[src/shared/cbt_pkg.sv]
// Constants and types shared by the CAN bit timing logic
package cbt_pkg;

    // Bus levels
    localparam logic RECESSIVE = 1'b1;
    localparam logic DOMINANT  = 1'b0;

    // Field widths
    localparam int PRESCALE_W = 6;
    localparam int SEG_W      = 3;
    localparam int JUMP_W     = 2;
    localparam int TQ_CNT_W   = 4;
    localparam int QUANTA_W   = 5;
    localparam int BIT_CYC_W  = 12;

    // Processing time after the sample point, in quanta
    localparam logic [TQ_CNT_W-1:0] PROC_TIME_TQ = 4'h2;

    // Rate ceiling: shortest nominal bit and the clock period, in ns
    localparam int MIN_BIT_NS  = 1000;
    localparam int CLK_PERIOD_NS = 25;
    localparam int MIN_BIT_CYC_I = (MIN_BIT_NS + CLK_PERIOD_NS - 1) / CLK_PERIOD_NS;
    localparam logic [BIT_CYC_W-1:0] MIN_BIT_CYC = MIN_BIT_CYC_I[BIT_CYC_W-1:0];

    // Reset values
    localparam logic [PRESCALE_W-1:0] PRESCALE_RST = 6'h00;
    localparam logic [TQ_CNT_W-1:0]   TQ_CNT_RST   = 4'h0;
    localparam logic [2:0]            RX_SYNC_RST  = 3'h7;
    localparam logic [1:0]            HIST_RST     = 2'h3;

    // Segment of the bit period, Gray coded along the bit
    typedef enum logic [1:0] {
        SEG_SYNC  = 2'h0,
        SEG_PROP  = 2'h1,
        SEG_PHASE1 = 2'h3,
        SEG_PHASE2 = 2'h2
    } cbt_seg_t;

    // Timing configuration; length fields hold length minus one
    typedef struct packed {
        logic [PRESCALE_W-1:0] quantum_prescale_field;
        logic [JUMP_W-1:0]     jump_width_field;
        logic [SEG_W-1:0]      propagation_length_field;
        logic [SEG_W-1:0]      first_phase_length_field;
        logic [SEG_W-1:0]      second_phase_length_field;
        logic                  triple_sample_select;
        logic                  second_phase_source_select;
    } cbt_cfg_t;

    // Per-bit timing events
    typedef struct packed {
        logic     quantum_tick;
        logic     sample_point;
        logic     bit_start;
        logic     hard_sync;
        logic     resync;
        cbt_seg_t segment;
    } cbt_evt_t;

endpackage

[src/cbt_bit_timing.sv]
// Bit timing phase loop: quanta, segments, sampling and resynchronisation
`timescale 1ns/100ps
`default_nettype none
// Overview of operation
// - Nominal bit rate ceiling is 1 Mb/s; a faster setting is flagged.
// - Each bit is sync, propagation, first phase, second phase in order.
// - Total bit period programmable from five to twenty-five quanta.
// - One quantum lasts two times prescale-plus-one clock periods.
// - Prescale is the unsigned six-bit configuration field.
// - Sync part is one quantum; edges are expected inside it.
// - Propagation part is one to eight quanta from its field.
// - First phase is one to eight quanta; sample taken at its end.
// - Second phase one to eight quanta, never effectively below two.
// - Second phase may be the larger of first phase and processing time.
// - Resync lengthens first phase or shortens second phase.
// - Triple sampling takes majority of three samples half a quantum apart.
// - NRZ line; timing is recovered from data edges.
// - Stuffed edges at least every six bits keep the loop locked.
// - Same loop times received bits and transmitted bits.
// - Source select set uses second phase field, clear uses the larger rule.
// - Triple select set votes three samples, clear takes one.
// - Falling edge while bus idle hard-syncs, restarting at sync part.
// - Resync adjustment limited by jump width of one to four quanta.
module cbt_bit_timing (
    input  wire logic             i_clk,
    input  wire logic             i_sys_rst,
    input  wire logic             i_can_rx,
    input  wire cbt_pkg::cbt_cfg_t i_cfg,
    input  wire logic             i_bus_idle,
    input  wire logic             i_tx_bit,
    output logic                  o_can_tx,
    output logic                  o_rx_bit,
    output cbt_pkg::cbt_evt_t     o_evt,
    output logic [cbt_pkg::QUANTA_W-1:0] o_bit_quanta,
    output logic                  o_rate_over_limit
);

    typedef struct packed {
        logic [2:0]                          rx_sync;
        logic                                rx_filt;
        logic [cbt_pkg::PRESCALE_W-1:0]      presc_cnt;
        logic                                half;
        cbt_pkg::cbt_seg_t                   seg;
        logic [cbt_pkg::TQ_CNT_W-1:0]        tq_cnt;
        logic [cbt_pkg::TQ_CNT_W-1:0]        ph1_ext;
        logic [cbt_pkg::TQ_CNT_W-1:0]        ph2_cut;
        logic                                synced;
        logic [1:0]                          hist;
        logic                                rx_bit;
        logic                                tx_out;
        logic                                tx_dom;
        cbt_pkg::cbt_evt_t                   evt;
    } cbt_state_t;

    cbt_state_t st_reg;
    cbt_state_t st_next;

    logic [cbt_pkg::TQ_CNT_W-1:0] prop_len;
    logic [cbt_pkg::TQ_CNT_W-1:0] ph1_len;
    logic [cbt_pkg::TQ_CNT_W-1:0] ph2_field_len;
    logic [cbt_pkg::TQ_CNT_W-1:0] ph2_base;
    logic [cbt_pkg::TQ_CNT_W-1:0] ph1_eff;
    logic [cbt_pkg::TQ_CNT_W-1:0] ph2_eff;
    logic [cbt_pkg::TQ_CNT_W-1:0] jump_len;
    logic [cbt_pkg::QUANTA_W-1:0] pos_err;
    logic [cbt_pkg::TQ_CNT_W-1:0] neg_err;
    logic [cbt_pkg::BIT_CYC_W-1:0] bit_cycles;
    logic                          half_tick;
    logic                          tq_tick;
    logic                          fall_edge;
    logic                          vote;

    always_comb begin
        prop_len      = {1'b0, i_cfg.propagation_length_field} + 4'h1;
        ph1_len       = {1'b0, i_cfg.first_phase_length_field} + 4'h1;
        ph2_field_len = {1'b0, i_cfg.second_phase_length_field} + 4'h1;
        jump_len      = {2'h0, i_cfg.jump_width_field} + 4'h1;
        // Explicit field or larger of first phase and processing time
        if (i_cfg.second_phase_source_select) begin
            ph2_base = ph2_field_len;
        end else begin
            ph2_base = (ph1_len > cbt_pkg::PROC_TIME_TQ) ? ph1_len
                                                        : cbt_pkg::PROC_TIME_TQ;
        end
        if (ph2_base < cbt_pkg::PROC_TIME_TQ) begin
            ph2_base = cbt_pkg::PROC_TIME_TQ;
        end
        ph1_eff = ph1_len + st_reg.ph1_ext;
        ph2_eff = ph2_base - st_reg.ph2_cut;
        o_bit_quanta = 5'h01 + {1'b0, prop_len} + {1'b0, ph1_len}
                     + {1'b0, ph2_base};
        bit_cycles = 12'(o_bit_quanta) * ({5'h00, i_cfg.quantum_prescale_field, 1'b0} + 12'h002);
        o_rate_over_limit = (bit_cycles < cbt_pkg::MIN_BIT_CYC);
    end

    // Half quantum every prescale+1 clocks, quantum every second half
    assign half_tick = (st_reg.presc_cnt == i_cfg.quantum_prescale_field);
    assign tq_tick   = half_tick && st_reg.half;

    // Recessive to dominant once the two later stages agree
    assign fall_edge = (st_reg.rx_sync[2] == st_reg.rx_sync[1])
                    && (st_reg.rx_filt == cbt_pkg::RECESSIVE)
                    && (st_reg.rx_sync[2] == cbt_pkg::DOMINANT);

    assign pos_err = (st_reg.seg == cbt_pkg::SEG_PROP)
                   ? {1'b0, st_reg.tq_cnt} + 5'h01
                   : {1'b0, prop_len} + {1'b0, st_reg.tq_cnt} + 5'h01;
    assign neg_err = ph2_eff - st_reg.tq_cnt;

    // Majority of sample point and the two half-quantum earlier samples
    assign vote = (st_reg.rx_filt & st_reg.hist[0]) | (st_reg.rx_filt & st_reg.hist[1])
                | (st_reg.hist[0] & st_reg.hist[1]);

    always_comb begin
        st_next = st_reg;
        st_next.evt.quantum_tick = 1'b0;
        st_next.evt.sample_point = 1'b0;
        st_next.evt.bit_start    = 1'b0;
        st_next.evt.hard_sync    = 1'b0;
        st_next.evt.resync       = 1'b0;

        st_next.rx_sync = {st_reg.rx_sync[1:0], i_can_rx};
        if (st_reg.rx_sync[2] == st_reg.rx_sync[1]) begin
            st_next.rx_filt = st_reg.rx_sync[2];
        end

        if (half_tick) begin
            st_next.presc_cnt = '0;
            st_next.half      = ~st_reg.half;
            st_next.hist      = {st_reg.hist[0], st_reg.rx_filt};
        end else begin
            st_next.presc_cnt = st_reg.presc_cnt + 6'h01;
        end

        if (tq_tick) begin
            st_next.evt.quantum_tick = 1'b1;
            st_next.tq_cnt = st_reg.tq_cnt + 4'h1;
            unique case (st_reg.seg)
                cbt_pkg::SEG_SYNC: begin
                    st_next.seg    = cbt_pkg::SEG_PROP;
                    st_next.tq_cnt = cbt_pkg::TQ_CNT_RST;
                end
                cbt_pkg::SEG_PROP: begin
                    if (st_reg.tq_cnt == prop_len - 4'h1) begin
                        st_next.seg    = cbt_pkg::SEG_PHASE1;
                        st_next.tq_cnt = cbt_pkg::TQ_CNT_RST;
                    end
                end
                cbt_pkg::SEG_PHASE1: begin
                    if (st_reg.tq_cnt == ph1_eff - 4'h1) begin
                        st_next.seg    = cbt_pkg::SEG_PHASE2;
                        st_next.tq_cnt = cbt_pkg::TQ_CNT_RST;
                        st_next.evt.sample_point = 1'b1;
                        st_next.rx_bit = i_cfg.triple_sample_select ? vote
                                                                    : st_reg.rx_filt;
                    end
                end
                cbt_pkg::SEG_PHASE2: begin
                    // A cut may land below the count already reached
                    if (st_reg.tq_cnt >= ph2_eff - 4'h1) begin
                        st_next.seg     = cbt_pkg::SEG_SYNC;
                        st_next.tq_cnt  = cbt_pkg::TQ_CNT_RST;
                        st_next.ph1_ext = '0;
                        st_next.ph2_cut = '0;
                        st_next.synced  = 1'b0;
                        st_next.evt.bit_start = 1'b1;
                        st_next.tx_out  = i_tx_bit;
                        st_next.tx_dom  = (i_tx_bit == cbt_pkg::DOMINANT);
                    end
                end
            endcase
        end

        // Edge handling overrides the quantum step; at most once per bit
        if (fall_edge && !st_reg.synced && st_reg.rx_bit == cbt_pkg::RECESSIVE) begin
            st_next.synced = 1'b1;
            if (i_bus_idle) begin
                st_next.evt.hard_sync = 1'b1;
                st_next.seg       = cbt_pkg::SEG_SYNC;
                st_next.tq_cnt    = cbt_pkg::TQ_CNT_RST;
                st_next.presc_cnt = cbt_pkg::PRESCALE_RST;
                st_next.half      = 1'b0;
                st_next.ph1_ext   = '0;
                st_next.ph2_cut   = '0;
                // Restarted bit: no sample and no bit start this quantum
                st_next.evt.sample_point = 1'b0;
                st_next.evt.bit_start    = 1'b0;
                st_next.rx_bit    = st_reg.rx_bit;
            end else begin
                unique case (st_reg.seg)
                    cbt_pkg::SEG_SYNC: begin
                        st_next.synced = 1'b1;
                    end
                    cbt_pkg::SEG_PROP, cbt_pkg::SEG_PHASE1: begin
                        // Transmitter of a dominant bit skips late-phase edges
                        if (!st_reg.tx_dom) begin
                            st_next.evt.resync = 1'b1;
                            if (pos_err <= {1'b0, jump_len}) begin
                                st_next.seg       = cbt_pkg::SEG_SYNC;
                                st_next.tq_cnt    = cbt_pkg::TQ_CNT_RST;
                                st_next.presc_cnt = cbt_pkg::PRESCALE_RST;
                                st_next.half      = 1'b0;
                                // Bit restarted, so no sample this quantum
                                st_next.evt.sample_point = 1'b0;
                                st_next.rx_bit    = st_reg.rx_bit;
                            end else begin
                                st_next.ph1_ext = jump_len;
                            end
                        end
                    end
                    cbt_pkg::SEG_PHASE2: begin
                        st_next.evt.resync = 1'b1;
                        if (neg_err <= jump_len) begin
                            st_next.seg       = cbt_pkg::SEG_SYNC;
                            st_next.tq_cnt    = cbt_pkg::TQ_CNT_RST;
                            st_next.presc_cnt = cbt_pkg::PRESCALE_RST;
                            st_next.half      = 1'b0;
                            st_next.ph1_ext   = '0;
                            st_next.ph2_cut   = '0;
                            st_next.evt.bit_start = 1'b1;
                            st_next.tx_out    = i_tx_bit;
                            st_next.tx_dom    = (i_tx_bit == cbt_pkg::DOMINANT);
                        end else begin
                            st_next.ph2_cut = jump_len;
                        end
                    end
                endcase
            end
        end
        st_next.evt.segment = st_next.seg;
    end

    always_ff @(posedge i_clk or posedge i_sys_rst) begin
        if (i_sys_rst) begin
            st_reg.rx_sync   <= cbt_pkg::RX_SYNC_RST;
            st_reg.rx_filt   <= cbt_pkg::RECESSIVE;
            st_reg.presc_cnt <= cbt_pkg::PRESCALE_RST;
            st_reg.half      <= 1'b0;
            st_reg.seg       <= cbt_pkg::SEG_SYNC;
            st_reg.tq_cnt    <= cbt_pkg::TQ_CNT_RST;
            st_reg.ph1_ext   <= '0;
            st_reg.ph2_cut   <= '0;
            st_reg.synced    <= 1'b0;
            st_reg.hist      <= cbt_pkg::HIST_RST;
            st_reg.rx_bit    <= cbt_pkg::RECESSIVE;
            st_reg.tx_out    <= cbt_pkg::RECESSIVE;
            st_reg.tx_dom    <= 1'b0;
            st_reg.evt       <= '0;
        end else begin
            st_reg <= st_next;
        end
    end

    assign o_can_tx = st_reg.tx_out;
    assign o_rx_bit = st_reg.rx_bit;
    assign o_evt    = st_reg.evt;

endmodule
`default_nettype wire

[config.mk]
export PLATFORM = sky130hd
export DESIGN_NAME = cbt_bit_timing
export DESIGN_NICKNAME = d
export VERILOG_FILES = /design/src/shared/cbt_pkg.sv /design/src/cbt_bit_timing.sv
export SDC_FILE = /design/constraint.sdc
export NUM_CORES = 1
export LEC_CHECK = 0
export BUFFER_PORTS_ARGS = -buffer_cell sky130_fd_sc_hd__buf_2
export CAP_MARGIN = 20
export CORE_MARGIN = 3
export CORE_UTILIZATION = 31
export DETAILED_ROUTE_END_ITERATION = 8
export GPL_ROUTABILITY_DRIVEN = 1
export PLACE_DENSITY = 0.54
export SYNTH_ARGS = -nofsm -noshare
export SYNTH_HDL_FRONTEND = slang
export SYNTH_SLANG_ARGS = --single-unit
[constraint.sdc]
create_clock -name i_clk -period 10.6 [get_ports i_clk]
set_input_delay 0 -clock i_clk [delete_from_list [all_inputs] [get_ports i_clk]]
set_output_delay 0 -clock i_clk [all_outputs]
set_load 0.05 [all_outputs]
; After elaboration in Yosys (flattened, before gate mapping)
; Cells that the tools add are included.
; W data, S select, Z words.
[word_totals]
reg_bits = 36
output_inout_bits = 15
[classes]
n_bitwise = 8
order_cmp = 6
n_mul = 1
reduce_logical = 13
add_sub_neg = 19
n_eq_ne = 9
n_mux = 50
[op_table]
columns = operator, n
row1 = $mux W17, 2
row2 = $pmux W17 S2, 1
row3 = $mux W15, 2
row4 = $mux W4, 6
row5 = $mux W6, 4
row6 = $pmux W6 S4, 1
row7 = $mux W22, 1
row8 = $mux W21, 1
row9 = $mux W1, 20
row10 = $mux W13, 1
row11 = $add A3 B1 Y4 const B, 3
row12 = $lt A12 B6 Y1 const B, 1
row13 = $mul A5 B8 Y12, 1
row14 = $mux W2, 6
row15 = $sub A4 B1 Y4 const B, 3
row16 = $add A5 B4 Y5, 2
row17 = $mux W9, 1
row18 = $add A7 B2 Y8 const B, 1
row19 = $eq A4 B4 Y1, 2
row20 = $sub A4 B4 Y4, 2
row21 = $add A6 B1 Y6 const B, 1
row22 = $eq A6 B6 Y1, 1
row23 = $mux W3, 2
row24 = $reduce_bool A2 Y1, 3
row25 = 28 further kinds, 38

; Longest topological paths before layout
; Gate-level depths: netlist of run 1.
[depth]
depth_word = 17
ltp_mapped = 27
mapped_depth_nobuf = 27

; Worst setup path after synthesis of run 1
; OpenSTA, ideal clock, no wires.
[synth_timing]
path_type = in2out
startpoint = input i_cfg[5] (netlist name)
endpoint = output o_rate_over_limit
required_ns = 10.600
arrival_time_ns = 6.772
path_stages = 24
slack_ns = 3.828
path_buffers = 0
path_cell_list = ha_1 -> xor2_1 -> nor2_1 -> a21oi_1 -> or2_2 -> nand2_1 -> fa_1 -> ha_1 -> a21o_1 -> a21oi_1 -> xor2_1 -> inv_1 -> nand2_1 -> fa_1 -> fa_1 -> fa_1 -> inv_1 -> ha_1 -> a211oi_1 -> nor2_1 -> or4_1 -> o311a_1 -> xor2_1 -> nor3_1
[synth_between]
elab_chain_cells = 9
[synth_lines]
columns = element, line
row1 = start: declaration, cbt_bit_timing.sv:28  ; input wire cbt_pkg::cbt_cfg_t i_cfg,
row2 = $add A3 B1 Y4 *, cbt_bit_timing.sv:75  ; ph1_len = {1'b0, i_cfg.first_phase_length_field} + 4'h1;
row3 = $gt A4 B2 Y1, cbt_bit_timing.sv:82  ; ph2_base = (ph1_len > cbt_pkg::PROC_TIME_TQ) ? ph1_len
row4 = $mux W4, cbt_bit_timing.sv:82
row5 = $mux W4, cbt_bit_timing.sv:79  ; if (i_cfg.second_phase_source_select) begin
row6 = $lt A4 B2 Y1, cbt_bit_timing.sv:85  ; if (ph2_base < cbt_pkg::PROC_TIME_TQ) begin
row7 = $mux W4, cbt_bit_timing.sv:85
row8 = $add A5 B4 Y5 *, cbt_bit_timing.sv:91  ; + {1'b0, ph2_base};
row9 = "net o_bit_quanta, one bit", cbt_bit_timing.sv:34  ; output logic [cbt_pkg::QUANTA_W-1:0] o_bit_quanta,
row10 = $mul A5 B8 Y12 *, cbt_bit_timing.sv:92  ; bit_cycles = 12'(o_bit_quanta) * ({5'h00, i_cfg.quantum_prescale_field, 1'b0} + 12'h002);
row11 = $lt A12 B6 Y1 *, cbt_bit_timing.sv:93  ; o_rate_over_limit = (bit_cycles < cbt_pkg::MIN_BIT_CYC);
row12 = end: declaration, cbt_bit_timing.sv:35  ; output logic o_rate_over_limit
; The timed path passes the listed nets; every way through them passes the cells marked *.

; Worst setup path after layout of run 1
[layout_timing]
startpoint = input i_cfg[5] (netlist name)
endpoint = output o_rate_over_limit
[layout_between]
elab_chain_cells = 9
[layout_lines]
columns = element, line
row1 = $add A3 B1 Y4 *, cbt_bit_timing.sv:75
row2 = $gt A4 B2 Y1, cbt_bit_timing.sv:82
row3 = $mux W4, cbt_bit_timing.sv:82
row4 = $mux W4, cbt_bit_timing.sv:79
row5 = $lt A4 B2 Y1, cbt_bit_timing.sv:85
row6 = $mux W4, cbt_bit_timing.sv:85
row7 = $add A5 B4 Y5 *, cbt_bit_timing.sv:91
row8 = $mul A5 B8 Y12 *, cbt_bit_timing.sv:92
row9 = $lt A12 B6 Y1 *, cbt_bit_timing.sv:93
; Mark *: on every way between the ends. The rest lies on a longest branch, timed or not.

==> results of run 1 <==
## logic make-up after synthesis
kind of cell    count (synthesis)  synth area share (%)
compound gates                 67                  11.1
xor+xnor                       53                  11.4
fa+ha+maj                      80                  27.9
buf+inv                        78                  7.91
flops                          36                  22.0
mux                            12                  3.08
simple gates                  135                  16.7
## layout make-up
| cell class | count | area, µm² |
|---|---|---|
| clock buffer | 8 | 156 |
| inverter | 62 | 233 |
| tap | 172 | 215 |
| fill | 1324 | 8160 |
| multi-input combinational | 347 | 2910 |
| sequential | 36 | 911 |
| timing repair buffer | 43 | 238 |
## per-layer routing
layer | global-route usage, % | up-vias
met3 | 2.27 | 6
met1 | 16.8 | 1557
li1 | - | 1624
met4 | 2.24 | 0
met5 | 0 | -
met2 | 24.1 | 44
## Yosys cell counts (2+ instances only)
library cell  count
inv_1            62
ha_1             58
nor2_1           33
xnor2_1          33
dfrtp_1          28
nand2_1          25
fa_1             21
xor2_1           19
a21oi_1          17
o21ai_0          14
nor3_1           13
and2_1           10
nand3_1           9
nor2b_1           9
and3_1            8
dfstp_2           8
a31oi_1           7
buf_4             7
clkbuf_1          7
mux2i_1           6
mux2_2            5
nand2b_1          5
nor4_1            5
or2_2             5
a21o_1            4
nor3b_1           4
a32o_1            3
nand4_1           3
o22ai_1           3
o31ai_1           3
a211oi_1          2
o211ai_1          2
o221ai_1          2
or4_1             2
## worst min-delay path by stage
stage              start          end  slack, ns  cells past startpoint
5_1_grt        i_cfg[11]   st_reg[13]       0.18                      3
4_1_cts         i_cfg[1]     o_rx_bit       0.15                      4
3_3_place_gp    i_can_rx  st_next[36]       0.10                      1
2_1_floorplan   i_can_rx  st_next[36]      0.004                      0
3_5_place_dp    i_can_rx  st_next[36]       0.11                      1
6_report        i_cfg[1]     o_rx_bit       0.15                      4
## repair_timing
action / 4_1_cts / 5_1_grt
gates resized for setup: 0 / 0
hold buffers: 4 / 0
endpoints found under the hold margin: 32 / 0
setup buffers: 0 / 0
endpoints found under the setup margin: 0 / 0
## through the flow
step           hold WS, ns  utilization (%)
3_3_place_gp         0.104             34.8
6_report             0.152             36.3
4_1_cts              0.153             36.3
5_1_grt              0.180             36.3
3_5_place_dp         0.107             34.8
2_1_floorplan      0.00448                -
## power groups by stage
stage | clock network (W) | logic [W] | registers, W
floorplan | 0 | 0.000655 | 0.000184
global placement | 0 | 0.000791 | 0.000193
detailed placement | 0 | 0.000813 | 0.000194
CTS | 0.000156 | 0.000821 | 0.000192
global route | 0.000164 | 0.000938 | 0.000196
finish | 0.000152 | 0.000811 | 0.000192
## worst reg2reg max path, stage by stage (launching register included)
cell     delay [ns]
dfrtp_1        0.40
ha_1           0.23
fa_1           0.54
fa_1           0.55
inv_1          0.05
ha_1           0.30
nor2b_1        0.13
o21ai_0        0.13
inv_1          0.05
o21ai_0        0.42
nand2_1        0.19
o31ai_4        0.54
nor3_1         0.15
==> reports/metrics.yaml, run 1 <==
global_route:
  overflow: 0
  grt_max_degree: 37
  grt_pass1_wl_um: 16000
  grt_usage_pct: 13.3
  grt_pass1_vias: 3366
  antenna_found_initial: 0
power_and_ir_drop:
  total_power_w: 0.00115
  power.density_mw_per_mm2: 248
  internal_power_w: 0.000609
  clockPowerShare_pct: 13.1
  p_seq_share_pct: 16.6
  ir_drop_mv: 0.0819
  p_switching_w: 0.000545
  leakagePower_nw: 2.27
  p_sw_share_pct: 47.2
  pwr-share-comb_pct: 70.2
setup_path:
  regToRegEndpoint: "st_reg[24]"
  slowest_delay_ns: 0.55
  crit_start: "i_cfg[5]"
  worst-endpoint-required_ns: 10.60
  cp_num_buf_inv: 4
  cp_max_fo: 8
  ff2ff_path_depth: 12
  reg2reg_from: "st_reg[13]"
  arrival_ns: 6.64
  reg2reg_slack_ns: 6.77
  critical_path_class: "in2out"
  worstSetupEndpointType: "primary output"
  crit_family: "adder cells"
  startpoint_type: "input pin"
  critical_path.slowest_cell: "fa_1"
  worst-path-stages: 28
  endpoint: "o_rate_over_limit"
synth:
  yosys_warnings: 0
  synth-seq-cells: 36
  synth_area_leaders: "ha_1, dfrtp_1, fa_1"
  synthArstFlopShare_pct: 100
  post-synth-top-area-cell: "ha_1"
  ys_seq_area_share_pct: 22.0
  syn_nets: 564
  netlist-cell-type-count: 53
  avgSynthCellArea_um2: 8.99
  synth_area_mm2: 0.00415
  synthCells: 461
  ys.flop_type: "dfrtp_1"
  synth-edff-count: 0
  synth_top_area_share_pct: 17.5
clocking:
  htree_levels: 2
  clk_transition_reported_paths_ns: 0.05
  clkSinkCount: 36
  cts_tree: "done"
  cts-buffers-inserted: 5
  clock_latency_ns: 0.27
  cts_buffer_depth: 2
  root_buffer: "clkbuf_16"
timing:
  finalMaxSlewViolations: 0
  setup_tns_ns: 0
  layout_setup_ws_ns: 3.96
  fmax_mhz: 151
  setup_violations: 0
  fin_skew_ns: 0.00582
  worst_pin_slew_ns: 0.875
  slew_headroom_pct: 41.1
  hold_viol: 0
  rsz0062_at_grt: "no"
  period_needed_ns: 6.64
  post-route-period-util_pct: 62.7
routing:
  routed_wl_um: 9560
  routed.top_layer: "met4"
  ant_nets: 0
  vias: 3231
  wl_met2_um: 4800
  wl_met3_um: 314
  drc_errors: 0
  post_drt_wl_per_cell_um: 14.3
  dr.pass1.iters: 4
  viasPerCell: 4.84
  drt-met1-wl_um: 4390
  drtIter0Drc: 149
finish:
  fin_cells: 668
  final_cell_mix: "inv_1, ha_1, buf_2, xnor2_1, nor2_1"
  syn_to_final_growth_pct: 12.4
  largest_reg_flops: 25
  final_common_cell: "inv_1"
  design_area_mm2: 0.00466
  nets: 598
  final_layout_size_suffix_gt1_share_pct: 14.1
  antennaDiodeCount: 0
placement:
  place.gp.congestion: 0.820
  portBuffers: 38
  post-place-cells: 656
  dp_hpwl_um: 8010
  place_ws_ns: 3.95
  placed_cell_area_mm2: 0.00446
die:
  die_w_um: 122
  start_util_pct: 32.3
  fp.coreArea_mm2: 0.0128
  die_y_um: 122
  pin_count: 39
  dieArea_mm2: 0.0148
  num_rows: 41
job:
  cap_violations: 0
min_path:
  hp-class: "in2reg"
outcome:
  status: "finished clean"
Note: power is estimated with default switching activity, not from simulation.
==> run 2, diff against run 1 <==
--- a/config.mk
+++ b/config.mk
@@ -11,7 +11,7 @@
 export CORE_UTILIZATION = 31
 export DETAILED_ROUTE_END_ITERATION = 8
 export GPL_ROUTABILITY_DRIVEN = 1
-export PLACE_DENSITY = 0.54
+export PLACE_DENSITY = 0.56
 export SYNTH_ARGS = -nofsm -noshare
 export SYNTH_HDL_FRONTEND = slang
 export SYNTH_SLANG_ARGS = --single-unit
==> constraint.sdc (replaced) <==
create_clock -name i_clk -period 6 [get_ports i_clk]
set_input_delay 0 -clock i_clk [delete_from_list [all_inputs] [get_ports i_clk]]
set_output_delay 0 -clock i_clk [all_outputs]
set_load 0.05 [all_outputs]
==> run 2 against run 1 <==
  * Count of clock-buffer cells in the layout stayed put
  * First-iteration DRC count is 26% higher
  * Clock power is 66% higher
  * Total power is 97% higher
  * Register-to-register slack worse by 4.6 ns
  * Sequential power is 75% higher
  * Worst setup slack worse by 3.7 ns
  * Flip-flop and latch count stayed put
  * Die area stayed put
  * Non-clock buffer count is 21 higher
  * Clock skew is 0.0016 ns lower
  * Critical endpoint unchanged
  * Largest power group unchanged
==> reports/metrics.yaml, run 2 (synthesized netlist as in run 1, its figures left out) <==
setup_path:
  cp_max_fo: 4
  critical_path.slowest_cell: "fa_1"
  cp_num_buf_inv: 5
  critical_path_class: "in2out"
  slowest_delay_ns: 0.55
  startpoint_type: "input pin"
  worstSetupEndpointType: "primary output"
  worst-endpoint-required_ns: 6.00
  arrival_ns: 5.75
  crit_family: "adder cells"
  cp_common_cell: "fa_1"
finish:
  design_area_mm2: 0.00496
  multiInputGateArea_mm2: 0.00305
  final_common_cell: "inv_1"
  seqCellArea_um2: 911
  nets: 619
  fin_cells: 689
  syn_to_final_growth_pct: 19.5
  final_layout_size_suffix_gt1_share_pct: 22.1
  fillers: 1321
  final_cell_mix: "inv_1, ha_1, buf_2, xnor2_1, nor2_1"
  largest_reg_flops: 25
  antennaDiodeCount: 0
power_and_ir_drop:
  power.density_mw_per_mm2: 459
  total_power_w: 0.00228
  leakagePower_nw: 2.39
  ir_drop_mv: 0.165
placement:
  portBuffers: 38
  dp_hpwl_um: 7870
  place.gp.congestion: 0.830
  post-place-cells: 676
  placed_cell_area_mm2: 0.00465
job:
  cap_violations: 0
timing:
  post-route-period-util_pct: 95.9
  slew_headroom_pct: 50.6
  hold_viol: 0
  setup_violations: 0
  setup_tns_ns: 0
  fmax_mhz: 174
  worst_pin_slew_ns: 0.730
  period_needed_ns: 5.75
  fin_skew_ns: 0.00420
  finalMaxSlewViolations: 0
  whs_ns: 0.0339
die:
  fp.coreArea_mm2: 0.0128
  start_util_pct: 32.3
  pin_count: 39
  die_w_um: 122
  die_y_um: 122
  dieArea_mm2: 0.0148
  num_rows: 41
min_path:
  hp-class: "in2reg"
clocking:
  cts_buffer_depth: 2
  clk_transition_reported_paths_ns: 0.05
  clkSinkCount: 36
  clock_latency_ns: 0.27
  cts_tree: "done"
  htree_levels: 2
  cts-buffers-inserted: 5
  root_buffer: "clkbuf_16"
routing:
  routed_wl_um: 9640
  drtIter0Drc: 187
  viasPerCell: 4.79
  vias: 3297
  post_drt_wl_per_cell_um: 14.0
  dr.pass1.iters: 4
  ant_nets: 0
  drc_errors: 0
global_route:
  grt_usage_pct: 13.3
  grt_pass1_wl_um: 16100
  overflow: 0
  grt_max_degree: 37
  grt_pass1_vias: 3399
  antenna_found_initial: 0
outcome:
  status: "finished clean"
-- run 2: cell count changes in the layout (fill, tap and decap cells not counted), sizes merged --
cell         change
dlygate4sd3      -1
buf             +22
-- run 2: path summary, 6_finish.rpt --
kind | to | startpoint | cells past startpoint | slack, ns
worst min-delay path | o_evt[2] | i_bus_idle | 2 | 0.03
worst max register to register | st_reg[22] | st_reg[13] | 12 | 2.18
max in group asynchronous | st_next[36] | i_sys_rst | 4 | 5.27
min in group asynchronous | st_reg[28] | i_sys_rst | 4 | 0.38
worst min register to register | st_next[37] | st_next[36] | 0 | 0.35
worst max-delay path | o_rate_over_limit | i_cfg[5] | 27 | 0.25
-- run 2: through the flow --
stage | utilization, % | setup slack (ns)
2_1_floorplan | - | 0.0179
3_3_place_gp | 36.3 | -0.0517
3_5_place_dp | 36.3 | -0.212
4_1_cts | 37.9 | 0.0289
5_1_grt | 38.6 | -0.0252
6_report | 38.6 | 0.245
-- run 2: power by group --
part | switching, W | internal, W
combinational | 0.000917 | 0.000771
clock | 0.0000878 | 0.000165
sequential | 0.0000473 | 0.000289
total | 0.00105 | 0.00122
-- run 2: per-layer routing --
layer / GRT usage (%) / up-vias / wire (µm)
met4: 1.61 / 0 / 51
met5: 0 / - / 0
met2: 23.7 / 46 / 4770
li1: - / 1662 / -
met3: 2.14 / 6 / 322
met1: 17.5 / 1583 / 4490
-- run 2: repair_timing --
item	4_1_cts	5_1_grt
buffers inserted	0	2
hold buffers	3	0
resized for setup	10	18
pin swaps	5	12
setup endpoints to repair	1	1
endpoints found under the hold margin	31	0
-- run 2: layout make-up --
class / instances / share of cell area [%]
clock buffer: 8 / 2.95
multi-input combinational: 347 / 61.5
inverter: 62 / 4.70
sequential: 36 / 18.4
timing repair buffer: 64 / 8.13
tap: 172 / 4.34
==> run 3, diff against run 2 <==
==> constraint.sdc (replaced) <==
create_clock -name i_clk -period 6 [get_ports i_clk]
set_input_delay 0 -clock i_clk [delete_from_list [all_inputs] [get_ports i_clk]]
set_output_delay 0 -clock i_clk [all_outputs]
set_load 0.1 [all_outputs]
==> run 3 against run 2 <==
  * Count of clock-buffer cells in the layout did not move
  * Worst setup slack improved by 0.072 ns
  * Maximum frequency rose by 1.3%
  * Worst hold slack improved by 0.15 ns
  * Core utilization rose by 0.15 points
  * Flip-flop and latch count did not move
  * Routed wire length fell by 1.3%
  * Via count fell by 0.76%
  * Critical endpoint unchanged
==> reports/metrics.yaml, run 3 (synthesized netlist as in run 1, its figures left out) <==
outcome:
  status: "finished clean"
routing:
  vias: 3272
  ant_nets: 0
  post_drt_wl_per_cell_um: 13.9
  drtIter0Drc: 106
  dr.pass1.iters: 4
  drc_errors: 0
  viasPerCell: 4.78
  routed_wl_um: 9510
clocking:
  cts-buffers-inserted: 5
  root_buffer: "clkbuf_16"
  cts_tree: "done"
  clkSinkCount: 36
  clk_transition_reported_paths_ns: 0.05
  htree_levels: 2
  clock_latency_ns: 0.28
  cts_buffer_depth: 2
placement:
  portBuffers: 38
  place.gp.congestion: 0.824
  post-place-cells: 668
  dp_hpwl_um: 7930
die:
  pin_count: 39
  die_y_um: 122
  start_util_pct: 32.3
  fp.coreArea_mm2: 0.0128
  num_rows: 41
  die_w_um: 122
  dieArea_mm2: 0.0148
global_route:
  overflow: 0
  grt_usage_pct: 13.6
  grt_max_degree: 37
  grt_pass1_vias: 3437
  antenna_found_initial: 0
  grt_pass1_wl_um: 16400
timing:
  setup_violations: 0
  whs_ns: 0.188
  hold_viol: 0
  period_needed_ns: 5.68
  post-route-period-util_pct: 94.7
  slew_headroom_pct: 42.0
  fmax_mhz: 176
  finalMaxSlewViolations: 0
  worst_pin_slew_ns: 0.861
  fin_skew_ns: 0.00623
setup_path:
  worst-endpoint-required_ns: 6.00
  arrival_ns: 5.68
  startpoint_type: "input pin"
  cp_max_fo: 4
  cp_common_cell: "fa_1"
  worstSetupEndpointType: "primary output"
  crit_family: "adder cells"
  critical_path.slowest_cell: "fa_1"
  slowest_delay_ns: 0.51
  cp_num_buf_inv: 3
  critical_path_class: "in2out"
min_path:
  hp-class: "in2reg"
finish:
  final_cell_mix: "inv_1, ha_1, buf_2, xnor2_1, nor2_1"
  largest_reg_flops: 25
  antennaDiodeCount: 0
  fin_cells: 684
  syn_to_final_growth_pct: 20.0
  nets: 614
  final_layout_size_suffix_gt1_share_pct: 22.3
  final_common_cell: "inv_1"
power_and_ir_drop:
  ir_drop_mv: 0.210
  power.density_mw_per_mm2: 480
  leakagePower_nw: 2.36
job:
  cap_violations: 0
run 3: layout make-up:
type                       count  area (µm²)
timing repair buffer          59         375
sequential                    36         911
inverter                      62         236
tap                          172         215
clock buffer                   8         156
fill                        1298        7850
multi-input combinational    347        3080
run 3: repair_timing:
action / 4_1_cts / 5_1_grt
endpoints found under the setup margin: 1 / 1
gates resized for setup: 2 / 23
pin swaps: 1 / 21
hold buffers: 4 / 0
buffers inserted: 0 / 4
endpoints found under the hold margin: 32 / 0
run 3: power by group:
| part | internal [W] | switching (W) |
|---|---|---|
| Sequential | 0.000289 | 0.0000460 |
| Combinational | 0.000764 | 0.00102 |
| Clock | 0.000177 | 0.0000941 |
run 3: worst min-delay path, cell delays in order:
cell and delay, ns:
buf_2 0.09, a21oi_1 0.06, nor2_1 0.11, mux2_2 0.16
run 3: routing by layer:
metal  global-route usage [%]  part of all wire [%]
met4                     2.73                   1.1
met2                     25.1                    51
met1                     17.0                    45
met5                        0                     0
met3                     1.67                   2.7
run 3: worst paths after layout:
| kind | start | endpoint | slack [ns] | cells after the start |
|---|---|---|---|---|
| max | i_cfg[5] | o_rate_over_limit | 0.32 | 25 |
| min | i_cfg[1] | o_rx_bit | 0.19 | 4 |
| max reg2reg | st_reg[13] | st_reg[21] | 2.05 | 12 |
| min reg2reg | st_next[36] | st_next[37] | 0.36 | 0 |
| max in group asynchronous | i_sys_rst | o_can_tx | 5.28 | 4 |
| min in group asynchronous | i_sys_rst | st_reg[30] | 0.36 | 4 |
run 3: metrics by stage:
step / TNS, ns / total power [W] / utilization (%) / area [µm²] / setup WS [ns]
CTS: 0 / 0.00234 / 37.8 / 4850 / 0.0121
detailed placement: -0.00490 / 0.00204 / 36.2 / 4640 / -0.00490
floorplan: -0.454 / 0.00167 / - / 4220 / -0.454
finish: 0 / 0.00239 / 38.8 / 4970 / 0.318
global route: -0.0156 / 0.00267 / 38.8 / 4970 / -0.0156
global placement: 0 / 0.00201 / 36.2 / 4640 / 0.100
